<file path="config.mk">
export PLATFORM = sky130hd
export DESIGN_NAME = clock_output_control_regs
export DESIGN_NICKNAME = d
export VERILOG_FILES = /design/src/logic/clock_output_pkg.sv /design/src/logic/ctl_bank_if.sv /design/src/logic/clock_output_control_regs.sv /design/src/logic/clock_output_gate.sv
export SDC_FILE = /design/constraint.sdc
export NUM_CORES = 1
export LEC_CHECK = 0
export ABC_CLOCK_PERIOD_IN_PS = 2300
export BUFFER_PORTS_ARGS = -buffer_cell sky130_fd_sc_hd__buf_2
export CAP_MARGIN = 10
export CORE_MARGIN = 2
export CORE_UTILIZATION = 52
export DETAILED_ROUTE_END_ITERATION = 8
export GPL_TIMING_DRIVEN = 0
export HOLD_SLACK_MARGIN = 0.03
export PLACE_DENSITY = 0.77
export SLEW_MARGIN = 40
export SYNTH_ARGS = -nofsm -noshare
export SYNTH_HDL_FRONTEND = slang
export SYNTH_SLANG_ARGS = --single-unit
export TNS_END_PERCENT = 10
</file>
<file path="constraint.sdc">
create_clock -name mclk -period 2.3 [get_ports mclk]
set_input_delay 0 -clock mclk [delete_from_list [all_inputs] [get_ports mclk]]
set_output_delay 0 -clock mclk [all_outputs]
set_load 0.1 [all_outputs]
</file>
<file path="src/logic/clock_output_pkg.sv">
/*
 * Constants and types for the clock output control register bank:
 * register offsets, reset values, field positions, serial protocol codes.
 * Assumes nothing of its surroundings.
 */
package clock_output_pkg;

    // register offsets (index within the bank)
    localparam int REG_COUNT       = 6;
    localparam int OFS_LINK_EN     = 0;
    localparam int OFS_MISC_EN     = 1;
    localparam int OFS_PCI_EN      = 2;
    localparam int OFS_LINK_STOP   = 3;
    localparam int OFS_FPCI_STOP   = 4;
    localparam int OFS_DRIVE_MODES = 5;

    // power-up values
    localparam logic [7:0] RST_LINK_EN     = 8'hff;
    localparam logic [7:0] RST_MISC_EN     = 8'hf6;
    localparam logic [7:0] RST_PCI_EN      = 8'hff;
    localparam logic [7:0] RST_LINK_STOP   = 8'h00;
    localparam logic [7:0] RST_FPCI_STOP   = 8'h07;
    localparam logic [7:0] RST_DRIVE_MODES = 8'h00;

    typedef logic [7:0] ctl_bank_t [REG_COUNT];

    localparam ctl_bank_t RST_BANK = '{RST_LINK_EN, RST_MISC_EN, RST_PCI_EN,
                                       RST_LINK_STOP, RST_FPCI_STOP,
                                       RST_DRIVE_MODES};

    // field positions
    localparam int LINK_EN_HI      = 7;
    localparam int LINK_EN_LO      = 1;
    localparam int FPCI0_EN        = 7;
    localparam int DISPLAY_EN      = 6;
    localparam int USB_EN          = 5;
    localparam int REF_EN          = 4;
    localparam int CPU1_EN         = 2;
    localparam int CPU0_EN         = 1;
    localparam int SPREAD_EN       = 0;
    localparam int PCI_EN_HI       = 7;
    localparam int PCI_EN_LO       = 2;
    localparam int FPCI2_EN        = 1;
    localparam int FPCI1_EN        = 0;
    localparam int LINK_STOP_HI    = 7;
    localparam int LINK_STOP_LO    = 1;
    localparam int DISPLAY_PD_HIZ  = 6;
    localparam int FPCI_STOP_HI    = 5;
    localparam int FPCI_STOP_LO    = 3;
    localparam int LINK_STOP_HIZ   = 7;
    localparam int LINK_PD_HIZ     = 3;
    localparam int CPU2_PD_HIZ     = 2;
    localparam int CPU1_PD_HIZ     = 1;
    localparam int CPU0_PD_HIZ     = 0;

    // serial protocol
    localparam logic [7:0] DEV_ADDR_WR = 8'hd2;
    localparam int         CMD_SINGLE  = 7;
    localparam logic [3:0] BYTE_BITS   = 4'h8;
    localparam logic [7:0] BLOCK_COUNT = 8'h06;

    typedef enum {st_idle, st_rx, st_rx_ack, st_tx, st_tx_ack} serial_state_t;
    typedef enum {r_addr, r_cmd, r_count, r_data} byte_role_t;

endpackage : clock_output_pkg

</file>
<file path="src/logic/ctl_bank_if.sv">
/*
 * Carries the six control bytes from the register bank to the output gate.
 * Assumes the bank drives it and the gate only reads it.
 */
`timescale 1ns/1ps
interface ctl_bank_if;
    import clock_output_pkg::*;
    ctl_bank_t ctl;
    modport src (output ctl);
    modport dst (input ctl);
endinterface : ctl_bank_if

</file>
<file path="src/logic/clock_output_control_regs.sv">
/*
 * Clock output control register bank: two-wire serial slave with byte and
 * block read/write, six control bytes, and the output gate they steer.
 * Assumes scl and sda_in synchronous to mclk and much slower than it;
 * the sda wire is resolved outside from sda_oe (drive low when high).
 */
// Function
// - byte 0 bits 7..1 enable link pairs 7..1 (pair 7 shared with debug port), 0 is high impedance, reset 1.
// - byte 1 bits 7, 5 and 4 enable free PCI clock 0, the USB clock and the reference output, reset 1.
// - byte 1 bit 6 enables the display pair, 0 is high impedance, reset 1.
// - byte 1 bits 2 and 1 enable processor pairs 1 and 0, 0 is high impedance, reset 1.
// - byte 1 bit 0 turns spread spectrum on, reset off.
// - byte 2 bits 7..2 enable PCI clocks 5..0 and bits 1, 0 free PCI clocks 2, 1, reset 1.
// - byte 3 bits 7..1 let the stop request halt link pairs 7..1, reset 0.
// - byte 4 bits 5..3 let the stop request halt free PCI clocks 2..0, reset 0.
// - byte 4 bit 6 puts the display pair in high impedance during power-down, reset 0.
// - byte 5 bit 7 puts halted link pairs in high impedance while stopped, reset 0.
// - byte 5 bit 3 puts link pairs in high impedance during power-down, reset 0.
// - byte 5 bits 1..0 put processor pairs 1..0, and bit 2 link pair 7, in high impedance during power-down, reset 0.
// - the device acknowledges address byte 8'hd2 (write) and its read form.
// - command bit 7 set selects a single byte at offset bits 6..0, clear selects a block from offset 0.
// - stoppable outputs halt and restart together at a clock boundary.
`timescale 1ns/1ps
module clock_output_control_regs
    import clock_output_pkg::*;
(
    // clock and reset
    input  wire logic       mclk,
    input  wire logic       rst,
    // two-wire serial bus
    input  wire logic       scl,
    input  wire logic       sda_in,
    output logic            sda_out,
    output logic            sda_oe,
    // control inputs
    input  wire logic       soft_stop_request,
    input  wire logic       power_down_input,
    input  wire logic       stop_boundary,
    // output controls
    output logic [7:1]      link_pair_oe,
    output logic [7:1]      link_pair_run,
    output logic [1:0]      cpu_pair_oe,
    output logic            display_pair_oe,
    output logic [2:0]      free_pci_en,
    output logic [2:0]      free_pci_run,
    output logic [5:0]      pci_en,
    output logic            usb_en,
    output logic            ref_en,
    output logic            spread_en,
    output logic            clocks_run
);
    serial_state_t state_q;
    byte_role_t    role_q;
    logic [7:0]    shreg_q;
    logic [3:0]    bitcnt_q;
    logic [6:0]    ptr_q;
    logic          rw_q;
    logic          block_q;
    logic          count_sent_q;
    logic          mack_q;
    logic          scl_q;
    logic          sda_q;
    ctl_bank_t     ctl_q;
    logic          scl_rise;
    logic          scl_fall;
    logic          bus_start;
    logic          bus_stop;
    logic          byte_in;
    logic          wr_en;
    logic [7:0]    rd_data;
    logic [7:0]    tx_next;

    ctl_bank_if bank ();

    assign bank.ctl = ctl_q;
    assign sda_out  = 1'b0;

    // line history for edge and condition detection
    always_ff @(posedge mclk) begin
        if (rst) begin
            scl_q <= 1'b1;
            sda_q <= 1'b1;
        end else begin
            scl_q <= scl;
            sda_q <= sda_in;
        end
    end

    assign scl_rise  = scl & ~scl_q;
    assign scl_fall  = ~scl & scl_q;
    assign bus_start = scl & scl_q & sda_q & ~sda_in;
    assign bus_stop  = scl & scl_q & ~sda_q & sda_in;
    assign byte_in   = (state_q == st_rx) && scl_fall
                       && (bitcnt_q == BYTE_BITS);
    assign wr_en     = byte_in && (role_q == r_data) && !rw_q;

    // read mux, unmapped offsets read zero
    always_comb begin
        rd_data = 8'h00;
        for (int i = 0; i < REG_COUNT; i++) begin
            if (ptr_q == 7'(i))
                rd_data = ctl_q[i];
        end
    end

    // block reads send the byte count first
    assign tx_next = (block_q && !count_sent_q) ? BLOCK_COUNT : rd_data;

    // register bank, writes to unmapped offsets are dropped
    for (genvar g = 0; g < REG_COUNT; g++) begin : g_reg
        always_ff @(posedge mclk) begin
            if (rst)
                ctl_q[g] <= RST_BANK[g];
            else if (wr_en && ptr_q == 7'(g))
                ctl_q[g] <= shreg_q;
        end
    end

    // serial protocol engine
    always_ff @(posedge mclk) begin
        if (rst) begin
            state_q      <= st_idle;
            role_q       <= r_addr;
            shreg_q      <= 8'h00;
            bitcnt_q     <= 4'h0;
            ptr_q        <= 7'h00;
            rw_q         <= 1'b0;
            block_q      <= 1'b0;
            count_sent_q <= 1'b0;
            mack_q       <= 1'b0;
            sda_oe       <= 1'b0;
        end else if (bus_start) begin
            state_q  <= st_rx;
            role_q   <= r_addr;
            bitcnt_q <= 4'h0;
            sda_oe   <= 1'b0;
        end else if (bus_stop) begin
            state_q <= st_idle;
            sda_oe  <= 1'b0;
        end else begin
            unique case (state_q)
                st_idle: begin
                    sda_oe <= 1'b0;
                end
                st_rx: begin
                    if (scl_rise && bitcnt_q != BYTE_BITS) begin
                        shreg_q  <= {shreg_q[6:0], sda_in};
                        bitcnt_q <= bitcnt_q + 4'h1;
                    end else if (byte_in) begin
                        state_q  <= st_rx_ack;
                        bitcnt_q <= 4'h0;
                        unique case (role_q)
                            r_addr: begin
                                if (shreg_q[7:1] == DEV_ADDR_WR[7:1]) begin
                                    sda_oe <= 1'b1;
                                    rw_q   <= shreg_q[0];
                                end else begin
                                    state_q <= st_idle;
                                end
                            end
                            r_cmd: begin
                                sda_oe       <= 1'b1;
                                block_q      <= ~shreg_q[CMD_SINGLE];
                                ptr_q        <= shreg_q[CMD_SINGLE]
                                                ? shreg_q[6:0] : 7'h00;
                                count_sent_q <= 1'b0;
                            end
                            r_count: begin
                                sda_oe <= 1'b1;
                            end
                            r_data: begin
                                sda_oe <= 1'b1;
                                ptr_q  <= ptr_q + 7'h01;
                            end
                        endcase
                    end
                end
                st_rx_ack: begin
                    if (scl_fall) begin
                        if (role_q == r_addr && rw_q) begin
                            state_q  <= st_tx;
                            shreg_q  <= tx_next;
                            sda_oe   <= ~tx_next[7];
                            bitcnt_q <= 4'h1;
                            if (block_q && !count_sent_q)
                                count_sent_q <= 1'b1;
                            else
                                ptr_q <= ptr_q + 7'h01;
                        end else begin
                            state_q <= st_rx;
                            sda_oe  <= 1'b0;
                            unique case (role_q)
                                r_addr:  role_q <= r_cmd;
                                r_cmd:   role_q <= block_q ? r_count : r_data;
                                r_count: role_q <= r_data;
                                r_data:  role_q <= r_data;
                            endcase
                        end
                    end
                end
                st_tx: begin
                    if (scl_fall) begin
                        if (bitcnt_q == BYTE_BITS) begin
                            state_q <= st_tx_ack;
                            sda_oe  <= 1'b0;
                        end else begin
                            sda_oe   <= ~shreg_q[6];
                            shreg_q  <= {shreg_q[6:0], 1'b0};
                            bitcnt_q <= bitcnt_q + 4'h1;
                        end
                    end
                end
                st_tx_ack: begin
                    if (scl_rise) begin
                        mack_q <= ~sda_in;
                    end else if (scl_fall) begin
                        if (mack_q) begin
                            state_q  <= st_tx;
                            shreg_q  <= tx_next;
                            sda_oe   <= ~tx_next[7];
                            bitcnt_q <= 4'h1;
                            if (block_q && !count_sent_q)
                                count_sent_q <= 1'b1;
                            else
                                ptr_q <= ptr_q + 7'h01;
                        end else begin
                            state_q <= st_idle;
                        end
                    end
                end
            endcase
        end
    end

    clock_output_gate u_gate (
        .mclk              (mclk),
        .rst               (rst),
        .soft_stop_request (soft_stop_request),
        .power_down_input  (power_down_input),
        .stop_boundary     (stop_boundary),
        .bank              (bank.dst),
        .link_pair_oe      (link_pair_oe),
        .link_pair_run     (link_pair_run),
        .cpu_pair_oe       (cpu_pair_oe),
        .display_pair_oe   (display_pair_oe),
        .free_pci_en       (free_pci_en),
        .free_pci_run      (free_pci_run),
        .pci_en            (pci_en),
        .usb_en            (usb_en),
        .ref_en            (ref_en),
        .spread_en         (spread_en),
        .clocks_run        (clocks_run)
    );

endmodule : clock_output_control_regs

</file>
<file path="src/logic/clock_output_gate.sv">
/*
 * Output gate: turns the control bytes, the stop request and power-down
 * into per-output enable and run levels.
 * Assumes inputs synchronous to mclk and stop_boundary pulsing once per
 * slowest stoppable clock period at a low phase.
 */
`timescale 1ns/1ps
module clock_output_gate
    import clock_output_pkg::*;
(
    // clock and reset
    input  wire logic       mclk,
    input  wire logic       rst,
    // controls
    input  wire logic       soft_stop_request,
    input  wire logic       power_down_input,
    input  wire logic       stop_boundary,
    ctl_bank_if.dst         bank,
    // output controls
    output logic [7:1]      link_pair_oe,
    output logic [7:1]      link_pair_run,
    output logic [1:0]      cpu_pair_oe,
    output logic            display_pair_oe,
    output logic [2:0]      free_pci_en,
    output logic [2:0]      free_pci_run,
    output logic [5:0]      pci_en,
    output logic            usb_en,
    output logic            ref_en,
    output logic            spread_en,
    output logic            clocks_run
);
    logic       stop_active_q;
    logic       power_down_state;
    logic [7:1] link_halt;
    logic [2:0] fpci_halt;
    logic [7:1] link_hiz;

    // stop taken only at a clock boundary, so no short pulses
    always_ff @(posedge mclk) begin
        if (rst)
            stop_active_q <= 1'b0;
        else if (stop_boundary)
            stop_active_q <= soft_stop_request;
    end

    always_ff @(posedge mclk) begin
        if (rst)
            power_down_state <= 1'b0;
        else
            power_down_state <= power_down_input;
    end

    assign link_halt = {7{stop_active_q}}
        & bank.ctl[OFS_LINK_STOP][LINK_STOP_HI:LINK_STOP_LO];
    assign fpci_halt = {3{stop_active_q}}
        & bank.ctl[OFS_FPCI_STOP][FPCI_STOP_HI:FPCI_STOP_LO];
    assign link_hiz = (link_halt
        & {7{bank.ctl[OFS_DRIVE_MODES][LINK_STOP_HIZ]}})
        | {7{power_down_state
             & bank.ctl[OFS_DRIVE_MODES][LINK_PD_HIZ]}}
        | {power_down_state
           & bank.ctl[OFS_DRIVE_MODES][CPU2_PD_HIZ], 6'h00};

    always_ff @(posedge mclk) begin
        if (rst) begin
            link_pair_oe    <= RST_LINK_EN[LINK_EN_HI:LINK_EN_LO];
            link_pair_run   <= 7'h7f;
            cpu_pair_oe     <= 2'h3;
            display_pair_oe <= 1'b1;
            free_pci_en     <= 3'h7;
            free_pci_run    <= 3'h7;
            pci_en          <= 6'h3f;
            usb_en          <= 1'b1;
            ref_en          <= 1'b1;
            spread_en       <= 1'b0;
            clocks_run      <= 1'b1;
        end else begin
            link_pair_oe    <= bank.ctl[OFS_LINK_EN][LINK_EN_HI:LINK_EN_LO]
                               & ~link_hiz;
            link_pair_run   <= ~link_halt & {7{~power_down_state}};
            cpu_pair_oe[1]  <= bank.ctl[OFS_MISC_EN][CPU1_EN]
                & ~(power_down_state
                    & bank.ctl[OFS_DRIVE_MODES][CPU1_PD_HIZ]);
            cpu_pair_oe[0]  <= bank.ctl[OFS_MISC_EN][CPU0_EN]
                & ~(power_down_state
                    & bank.ctl[OFS_DRIVE_MODES][CPU0_PD_HIZ]);
            display_pair_oe <= bank.ctl[OFS_MISC_EN][DISPLAY_EN]
                & ~(power_down_state
                    & bank.ctl[OFS_FPCI_STOP][DISPLAY_PD_HIZ]);
            free_pci_en     <= {bank.ctl[OFS_PCI_EN][FPCI2_EN],
                                bank.ctl[OFS_PCI_EN][FPCI1_EN],
                                bank.ctl[OFS_MISC_EN][FPCI0_EN]};
            free_pci_run    <= ~fpci_halt & {3{~power_down_state}};
            pci_en          <= bank.ctl[OFS_PCI_EN][PCI_EN_HI:PCI_EN_LO];
            usb_en          <= bank.ctl[OFS_MISC_EN][USB_EN];
            ref_en          <= bank.ctl[OFS_MISC_EN][REF_EN];
            spread_en       <= bank.ctl[OFS_MISC_EN][SPREAD_EN];
            clocks_run      <= ~power_down_state;
        end
    end

endmodule : clock_output_gate

</file>
==> flow_summary.yaml, run 1 <==
logic_synthesis:
  synth_top_family_by_area: "simple AND/OR/NAND/NOR gates"
  seq_area_frac_synth: 0.420
  synth_cells: 634
  yosys_warnings: 0
  synth_nets: 647
  synth-seq-cells: 114
  syn_area_um2: 5430
  synthSimpleGateAreaFrac: 0.253
  synth_compound_area_frac: 0.209
  synth_cell_types: 69
  muxShareOfSynthArea: 0.0497
  ys_async_sr_fraction: 0
  avgSynthCellArea_um2: 8.57
  synth_xor_area_frac: 0.00322
  synthAdderAreaFrac: 0.0138
  synth-edff-count: 0
  synthFlopType: "dfxtp_1"
sta:
  setup-tns-final_ps: -8.22
  timing.final.crit_share: 1.00
  finalSetupViolCount: 1
  min_period_ps: 2310
  relSlewSlack: 0.477
  max_freq_ghz: 0.433
  worstMarginPinSlew_ps: 785
  clock_skew_ps: 10.0
  finalHoldViolCount: 0
  rsz0062_at_grt: "yes"
  final-max-slew-violation-count: 0
  setup_ws_ps: -8.22
pwr:
  ir_drop_v: 0.000528
  powerDensity_nw_per_um2: 745
  p_total_mw: 4.87
  leakagePower_nw: 2.71
cts:
  cts_sinks: 114
  clk_path_buf_depth: 2
  cts_root_buf: "clkbuf_8"
  cts_tree: "built"
  clock_latency_ps: 520
  cts_inserted_buffers: 17
  htreeDepth: 4
  clkTransAtPathRegs_ps: 60
status:
  violations: "negative setup slack"
  run_status: "finished with violations"
setup_path:
  critPathKind: "reg2reg"
  crit_fanout: 10
  critical_path.endpoint_type: "flip-flop"
  cp.required_ps: 2730
  cp-start-kind: "flip-flop"
  arrival_ps: 2730
final_layout:
  areaGrowthSynthToFinish_pct: 20.5
  antenna_cells: 0
  utilization: 0.640
  final_net_count: 711
  drive_above_1_share: 0.194
route:
  first_iter_violations: 408
  vias: 5280
  antenna_left: 0
  via_per_inst: 6.23
  wl_per_cell_um: 19.7
  firstDrtPassIters: 6
  drc: 0
  drt-total-wl_um: 16700
die:
  die_area_um2: 11300
  initial_core_util: 0.531
  die_x_um: 106
  die_y_um: 106
  rows: 37
  io_pins: 42
  core_um2: 10200
global_routing:
  gr-total-overflow: 0
  antenna_found_initial: 0
  grt_pass1_wl_um: 26000
  grt_pass1_vias: 4860
  track_usage: 0.298
  grt_max_degree: 17
placement:
  hpwl_um: 11300
  gp_congestion: 0.965
  port_buffers: 39
run:
  drv_cap: 0
worst_hold_path:
  hp-class: "in2reg"
## power breakdown
group	leakage, nW	switching (mW)	internal (mW)	total, mW
logic	1.51	0.275	0.103	0.378
clock network	0.274	1.00	1.48	2.48
registers	0.925	0.0141	2.00	2.01
total	2.71	1.29	3.58	4.87
## cells by family after synthesis
| logic type | after synthesis |
|---|---|
| mux | 27 |
| compound gates | 150 |
| xor+xnor | 2 |
| simple gates | 268 |
| fa+ha+maj | 6 |
| flops | 114 |
| buf+inv | 66 |
| other cells | 1 |
## final timing paths
kind                    start                       to  slack (ps)  cells past startpoint
min reg2reg      bank.ctl[28]         u_gate.pci_en[2]         470                      2
max                  ptr_q[0]                   sda_oe          -8                      8
max reg2reg          ptr_q[0]                   sda_oe          -8                      8
min          power_down_input  u_gate.power_down_state         260                      3
## synth_stat cells, types with 10 or more instances
master | instances | area share
nand2_1 | 111 | 0.077
dfxtp_1 | 114 | 0.42
nor2_1 | 37 | 0.026
or2_2 | 10 | 0.012
nand3_1 | 37 | 0.034
a21o_1 | 12 | 0.017
o21ai_0 | 16 | 0.015
nand3b_1 | 10 | 0.014
a21oi_1 | 35 | 0.032
o211ai_1 | 16 | 0.022
clkbuf_1 | 35 | 0.024
mux2i_1 | 27 | 0.050
and3_1 | 10 | 0.012
inv_1 | 14 | 0.0097
## state kept, by name (all words and copies together) (netlist names), 2 cells and up
signal,count
bank.ctl,48
u_gate.cpu_pair_oe,2
u_gate.free_pci_en,3
u_gate.link_pair_run,7
role_q,2
u_gate.pci_en,6
u_gate.link_pair_oe,7
state_q,3
u_gate.free_pci_run,3
bitcnt_q,4
shreg_q,8
ptr_q,7
## placed cells by master, fill, tap and decap left out, types with 6 or more instances in the layout
master and instances:
nor2_1 37, dfxtp_1 113, o21ai_0 16, o211ai_1 16, o221ai_1 7, clkbuf_1 28, a221o_1 6, nand2b_1 7
clkbuf_16 16, dlygate4sd3_1 7, and3_1 10, inv_1 14, a21o_1 12, nand3b_1 10, nand2_1 110, a211oi_1 6
mux2i_1 26, a21oi_1 35, ha_1 6, or2_2 10, nor2b_1 7, nand3_1 37, a311oi_2 6, buf_2 47
a31oi_1 6
## what timing repair did
item,4_1_cts,5_1_grt
endpoints found under the setup margin,15,68
pin swaps,2,4
cloned,0,0
hold buffers,7,0
setup buffers,2,2
resized for setup,7,19
endpoints found under the hold margin,13,0
## stage by stage
stage	setup slack [ps]	instance area [µm²]	hold slack [ps]	cells
floorplan	240	5430	95.6	634
global route	-99.8	6550	277	847
global placement	-94.0	5800	216	809
detailed placement	-189	5800	227	809
CTS	-14.4	6440	252	847
finish	-8.22	6550	258	847
## routing by layer
layer / routed length (µm) / GRT usage / vias up
met3: 1380 / 0.0638 / 55
met1: 7150 / 0.405 / 2501
li1: - / - / 2409
met4: 535 / 0.133 / 0
met2: 7640 / 0.457 / 315
met5: 0 / 0 / -
## critical path: stages (launching register included)
cell and delay, ps:
dfxtp_2 390, inv_1 80, ha_1 210, clkbuf_4 200, nor4bb_1 150, a2111o_1 440
a22oi_1 230, o221ai_1 200, a221oi_1 300
## final cells by class
| cell class | count | area (µm²) |
|---|---|---|
| inverter | 14 | 52.6 |
| sequential | 114 | 2280 |
| timing repair buffer | 50 | 295 |
| clock buffer | 19 | 432 |
| fill | 839 | 3690 |
| multi-input combinational | 454 | 2960 |
| buffer | 47 | 223 |
| clock inverter | 13 | 126 |
| tap | 136 | 170 |
(Power assumes the default switching activity.)
==> run 2, diff against run 1 <==
--- a/config.mk
+++ b/config.mk
@@ -9,11 +9,11 @@
 export BUFFER_PORTS_ARGS = -buffer_cell sky130_fd_sc_hd__buf_2
 export CAP_MARGIN = 10
 export CORE_MARGIN = 2
-export CORE_UTILIZATION = 52
+export CORE_UTILIZATION = 55
 export DETAILED_ROUTE_END_ITERATION = 8
 export GPL_TIMING_DRIVEN = 0
 export HOLD_SLACK_MARGIN = 0.03
-export PLACE_DENSITY = 0.77
+export PLACE_DENSITY = 0.8
 export SLEW_MARGIN = 40
 export SYNTH_ARGS = -nofsm -noshare
 export SYNTH_HDL_FRONTEND = slang
==> flow_summary.yaml, run 2 (synthesis results as in run 1) <==
sta:
  max_freq_ghz: 0.434
  clock_skew_ps: 13.3
  finalHoldViolCount: 0
  min_period_ps: 2300
  finalSetupViolCount: 1
  rsz0062_at_grt: "yes"
  setup-tns-final_ps: -4.72
  worstMarginPinSlew_ps: 776
  setup_ws_ps: -4.72
  relSlewSlack: 0.483
  whs_ps: 241
  timing.final.crit_share: 1.00
  final-max-slew-violation-count: 0
setup_path:
  cp.required_ps: 2740
  r2r-end: "shreg_q[0]"
  reg2reg_depth: 6
  critPathMaxStageDelay_ps: 560
  critical_path.endpoint_type: "flip-flop"
  critPathKind: "reg2reg"
  cp_slowest_cell: "or4_4"
  cp-start-kind: "flip-flop"
  path_cells: "or4_4 -> buf_6 -> or3_4 -> a221oi_2 -> o221ai_1 -> a311oi_2"
  crit_fanout: 5
  cp.buffers_inverters: 1
  cp_top_family: "simple AND/OR/NAND/NOR gates"
  arrival_ps: 2750
  r2r_start: "ptr_q[6]"
  reg2reg_setup_slack_ps: -5
cts:
  cts_root_buf: "clkbuf_8"
  clock_latency_ps: 530
  cts_tree: "built"
  cts_sinks: 114
  cts_inserted_buffers: 17
  clk_path_buf_depth: 2
  clkTransAtPathRegs_ps: 60
  htreeDepth: 4
worst_hold_path:
  holdPathStages: 3
  hp-class: "in2reg"
  hp-start: "power_down_input"
  min_to: "u_gate.power_down_state"
route:
  wl_per_cell_um: 19.9
  vias: 5226
  first_iter_violations: 512
  drc: 0
  antenna_left: 0
  drt-total-wl_um: 16800
  firstDrtPassIters: 5
  via_per_inst: 6.19
placement:
  gp_congestion: 0.965
  hpwl_um: 11200
  place_area_um2: 5790
  port_buffers: 39
  placed_cells: 806
final_layout:
  final_cell_mix: "dfxtp_1, nand2_1, buf_2, nor2_1, nand3_1"
  final_common_cell: "dfxtp_1"
  final_net_count: 711
  areaGrowthSynthToFinish_pct: 21.6
  final_cells: 844
  drive_above_1_share: 0.204
  finish.instance_area_um2: 6610
  fillers: 762
  largest_reg_flops: 48
  antenna_cells: 0
die:
  io_pins: 42
  core_um2: 9680
  die_x_um: 103
  initial_core_util: 0.561
  die_area_um2: 10700
  rows: 36
  die_y_um: 103
status:
  run_status: "finished with violations"
  violations: "negative setup slack"
global_routing:
  grt_pass1_wl_um: 25600
  grt_pass1_vias: 4858
  track_usage: 0.318
  grt_max_degree: 17
  gr-total-overflow: 0
  antenna_found_initial: 0
pwr:
  powerDensity_nw_per_um2: 761
  ir_drop_v: 0.000415
  leakagePower_nw: 2.73
  p_total_mw: 5.03
run:
  drv_cap: 0
==> run 2: cell count changes in the layout (fill, tap and decap cells not counted), moves of 2 or more <==
cell / previous run / this run
buf_4: 5 / 3
clkbuf_2: 2 / 4
clkinv_4: 5 / 3
clkinvlp_4: 1 / 3
nand3_2: 1 / 3
o221ai_1: 7 / 5
o221ai_2: 0 / 2
==> run 2: through the flow <==
| step | worst slack [ps] | utilization |
|---|---|---|
| 2_1_floorplan | 240 | - |
| 3_3_place_gp | -105 | 0.598 |
| 3_5_place_dp | -190 | 0.598 |
| 4_1_cts | -6.04 | 0.671 |
| 5_1_grt | -26.3 | 0.682 |
| 6_report | -4.72 | 0.682 |
==> run 2: what timing repair did <==
item                                    4_1_cts  5_1_grt
hold buffers                                  7        0
gates resized for setup                      12       24
buffers inserted                              1        1
hold endpoints to repair                     13        0
endpoints found under the setup margin       26       66
pin swaps                                     2        4
==> run 2: where the power goes <==
group | switching, mW | internal (mW)
clock | 1.02 | 1.61
sequential | 0.0139 | 2.00
combinational | 0.274 | 0.102
==> run 2: per-layer routing <==
metal / wire length (µm) / up-vias / GRT usage
met5: 0 / - / 0
met4: 486 / 0 / 0.151
met3: 1530 / 58 / 0.0773
met2: 7720 / 307 / 0.470
met1: 7020 / 2460 / 0.436
li1: - / 2401 / -
==> run 2: area by class of cell <==
class | count | area, µm² | area share
buffer | 49 | 230 | 0.0349
timing repair buffer | 48 | 280 | 0.0424
clock buffer | 19 | 442 | 0.0669
tap | 133 | 166 | 0.0252
sequential | 114 | 2280 | 0.346
inverter | 14 | 52.6 | 0.00796
multi-input combinational | 454 | 3000 | 0.454
clock inverter | 13 | 149 | 0.0225
==> run 2: worst max path at each step <==
stage,slack (ps),start,to,cells past startpoint
after floorplan,240,bitcnt_q[0],shreg_q[6],9
after global placement,-100,ptr_q[0],sda_oe,8
after detailed placement,-190,ptr_q[0],sda_oe,8
after CTS,-6,state_q[2],bank.ctl[28],7
after global routing,-30,ptr_q[6],shreg_q[5],6
final,-5,ptr_q[6],shreg_q[0],6
==> run 2: worst register-to-register path, stage by stage (launching register included) <==
cell and delay (ps):
dfxtp_1 370, or4_4 560, buf_6 150, or3_4 400
a221oi_2 250, o221ai_1 220, a311oi_2 280
==> run 3, diff against run 2 <==
--- a/config.mk
+++ b/config.mk
@@ -5,6 +5,7 @@
 export SDC_FILE = /design/constraint.sdc
 export NUM_CORES = 1
 export LEC_CHECK = 0
+export ABC_AREA = 1
 export ABC_CLOCK_PERIOD_IN_PS = 2300
 export BUFFER_PORTS_ARGS = -buffer_cell sky130_fd_sc_hd__buf_2
 export CAP_MARGIN = 10
==> flow_summary.yaml, run 3 <==
final_layout:
  fillers: 734
  utilization: 0.690
  final_cell_mix: "nand2_1, dfxtp_1, inv_1, a21oi_1, o21ai_0"
  areaGrowthSynthToFinish_pct: 20.3
  final_common_cell: "nand2_1"
  final_net_count: 739
  drive_above_1_share: 0.158
  finish.instance_area_um2: 6070
  multi_input_area_um2: 2360
  antenna_cells: 0
  seqCellArea_um2: 2280
  largest_reg_flops: 48
status:
  run_status: "finished clean"
cts:
  cts_sinks: 114
  clkTransAtPathRegs_ps: 60
  clock_latency_ps: 530
  cts_tree: "built"
  cts_inserted_buffers: 17
  clk_path_buf_depth: 2
  htreeDepth: 4
  cts_root_buf: "clkbuf_8"
global_routing:
  grt_max_degree: 17
  grt_pass1_vias: 4653
  gr-total-overflow: 0
  grt_pass1_wl_um: 23800
  antenna_found_initial: 0
  track_usage: 0.312
setup_path:
  cp_slowest_cell: "dfxtp_1"
  cp.required_ps: 2680
  r2r_start: "bitcnt_q[0]"
  cp-start-kind: "flip-flop"
  crit_fanout: 10
  critPathMaxStageDelay_ps: 340
  arrival_ps: 2530
  critical_path.endpoint_type: "flip-flop"
  critPathLaunch: "bitcnt_q[0]"
  critPathKind: "reg2reg"
  path_cells: "inv_1 -> ha_1 -> nand3_2 -> nor3_4 -> buf_4 -> nand3_4 -> inv_2 -> nand2_2 -> buf_2 -> nand2_1 -> o211ai_1"
placement:
  port_buffers: 40
  gp_congestion: 0.955
  hpwl_um: 10400
  place_area_um2: 5390
  pre_cts_ws_ps: 19.9
pwr:
  ir_drop_v: 0.000743
  p_comb_frac: 0.339
  leakagePower_nw: 2.69
  intPower_mw: 4.59
  seqPwrFrac: 0.300
  p_sw_frac: 0.387
  clkPwrFrac: 0.361
  switching_power_mw: 2.90
  powerDensity_nw_per_um2: 1230
route:
  via_per_inst: 5.83
  antenna_left: 0
  first_iter_violations: 469
  wl_per_cell_um: 17.4
  drc: 0
  firstDrtPassIters: 5
  vias: 4938
  drt-total-wl_um: 14800
die:
  die_x_um: 99.8
  io_pins: 42
  rows: 34
  die_area_um2: 9960
  initial_core_util: 0.573
  die_y_um: 99.8
  core_um2: 8810
sta:
  rsz0062_at_grt: "no"
  min_period_ps: 2150
  finalSetupViolCount: 0
  max_freq_ghz: 0.466
  setup-tns-final_ps: 0
  timing.final.crit_share: 0.934
  relSlewSlack: 0.511
  clock_skew_ps: 6.58
  worstMarginPinSlew_ps: 734
  finalHoldViolCount: 0
  setup_ws_ps: 153
  final-max-slew-violation-count: 0
logic_synthesis:
  synth-seq-cells: 114
  yosys_warnings: 0
  synth_nets: 672
  syn_area_um2: 5050
  avgSynthCellArea_um2: 7.66
  synth.area.top_cells: "dfxtp_1, nand2_1, a21oi_1"
  synth_area_leader_cell: "dfxtp_1"
  synthFlopType: "dfxtp_1"
  synth_commonest_cells: "nand2_1, dfxtp_1, a21oi_1, inv_1, o21ai_0"
  synth-edff-count: 0
  ys_async_sr_fraction: 0
  yosysMostFrequentCell: "nand2_1"
  synth_cell_types: 41
  synth_cells: 659
  seq_area_frac_synth: 0.452
  synth.top_cell.area_share: 0.452
worst_hold_path:
  hp-start: "power_down_input"
  hp-class: "in2reg"
run:
  drv_cap: 0
[run 3: what timing repair did]
action                                  CTS  global route
resized for setup                         0             1
setup buffers                             0             1
endpoints found under the setup margin    0            40
hold buffers                              7             0
endpoints found under the hold margin    17             0
[run 3: worst paths after layout]
kind,endpoint,slack [ps],depth (start not counted)
max,bank.ctl[46],150,11
min,u_gate.power_down_state,220,4
max reg2reg,bank.ctl[46],150,11
min reg2reg,u_gate.usb_en,450,2
[run 3: critical path: cells and delay by family (launching register included)]
family                     cells  cell delay (ps)
adders and majority gates      1              170
AOI/OAI and AO/OA              1               80
and+or+nand+nor                5              770
DFF                            1              340
buffers and inverters          4              630
[run 3: per-layer routing]
metal,track usage,share of wire,up-vias
met3,0.0759,0.079,34
met2,0.520,0.49,216
li1,-,-,2352
met5,0,0,-
met4,0.117,0.021,0
met1,0.393,0.40,2336
[run 3: final cells by class]
cell class | instances | share of cell area
Clock inverter | 13 | 0.0305
Buffer | 23 | 0.0187
Timing Repair Buffer | 48 | 0.0457
Tap cell | 108 | 0.0222
Clock buffer | 19 | 0.0694
Sequential cell | 114 | 0.376
Multi-Input combinational cell | 442 | 0.388
Inverter | 80 | 0.0494
[run 3: logic make-up (layout without fill, tap and decap cells)]
logic type                 Yosys count  after routing  synth area share
buffers and inverters              103            183            0.0820
DFF                                114            114             0.452
AOI/OAI and AO/OA                  174            174             0.198
adders and majority gates            6              6            0.0149
xor gates and xnor gates             6              6            0.0104
and+or+nand+nor                    255            255             0.242
other                                1              1          0.000743
[run 3: power groups by stage]
stage / sequential [mW] / clock (mW) / combinational, mW
4_1_cts: 2.24 / 2.71 / 2.47
6_report: 2.25 / 2.71 / 2.54
3_3_place_gp: 2.27 / 0 / 2.39
2_1_floorplan: 2.37 / 0 / 1.68
5_1_grt: 2.26 / 2.82 / 2.77
3_5_place_dp: 2.28 / 0 / 2.43
[run 3: through the flow]
stage / power, mW / cells / hold slack (ps)
after detailed placement: 4.71 / 807 / 210
final: 7.50 / 847 / 216
after CTS: 7.42 / 846 / 211
after global routing: 7.85 / 847 / 247
after floorplan: 4.05 / 659 / 90.0
after global placement: 4.67 / 807 / 208
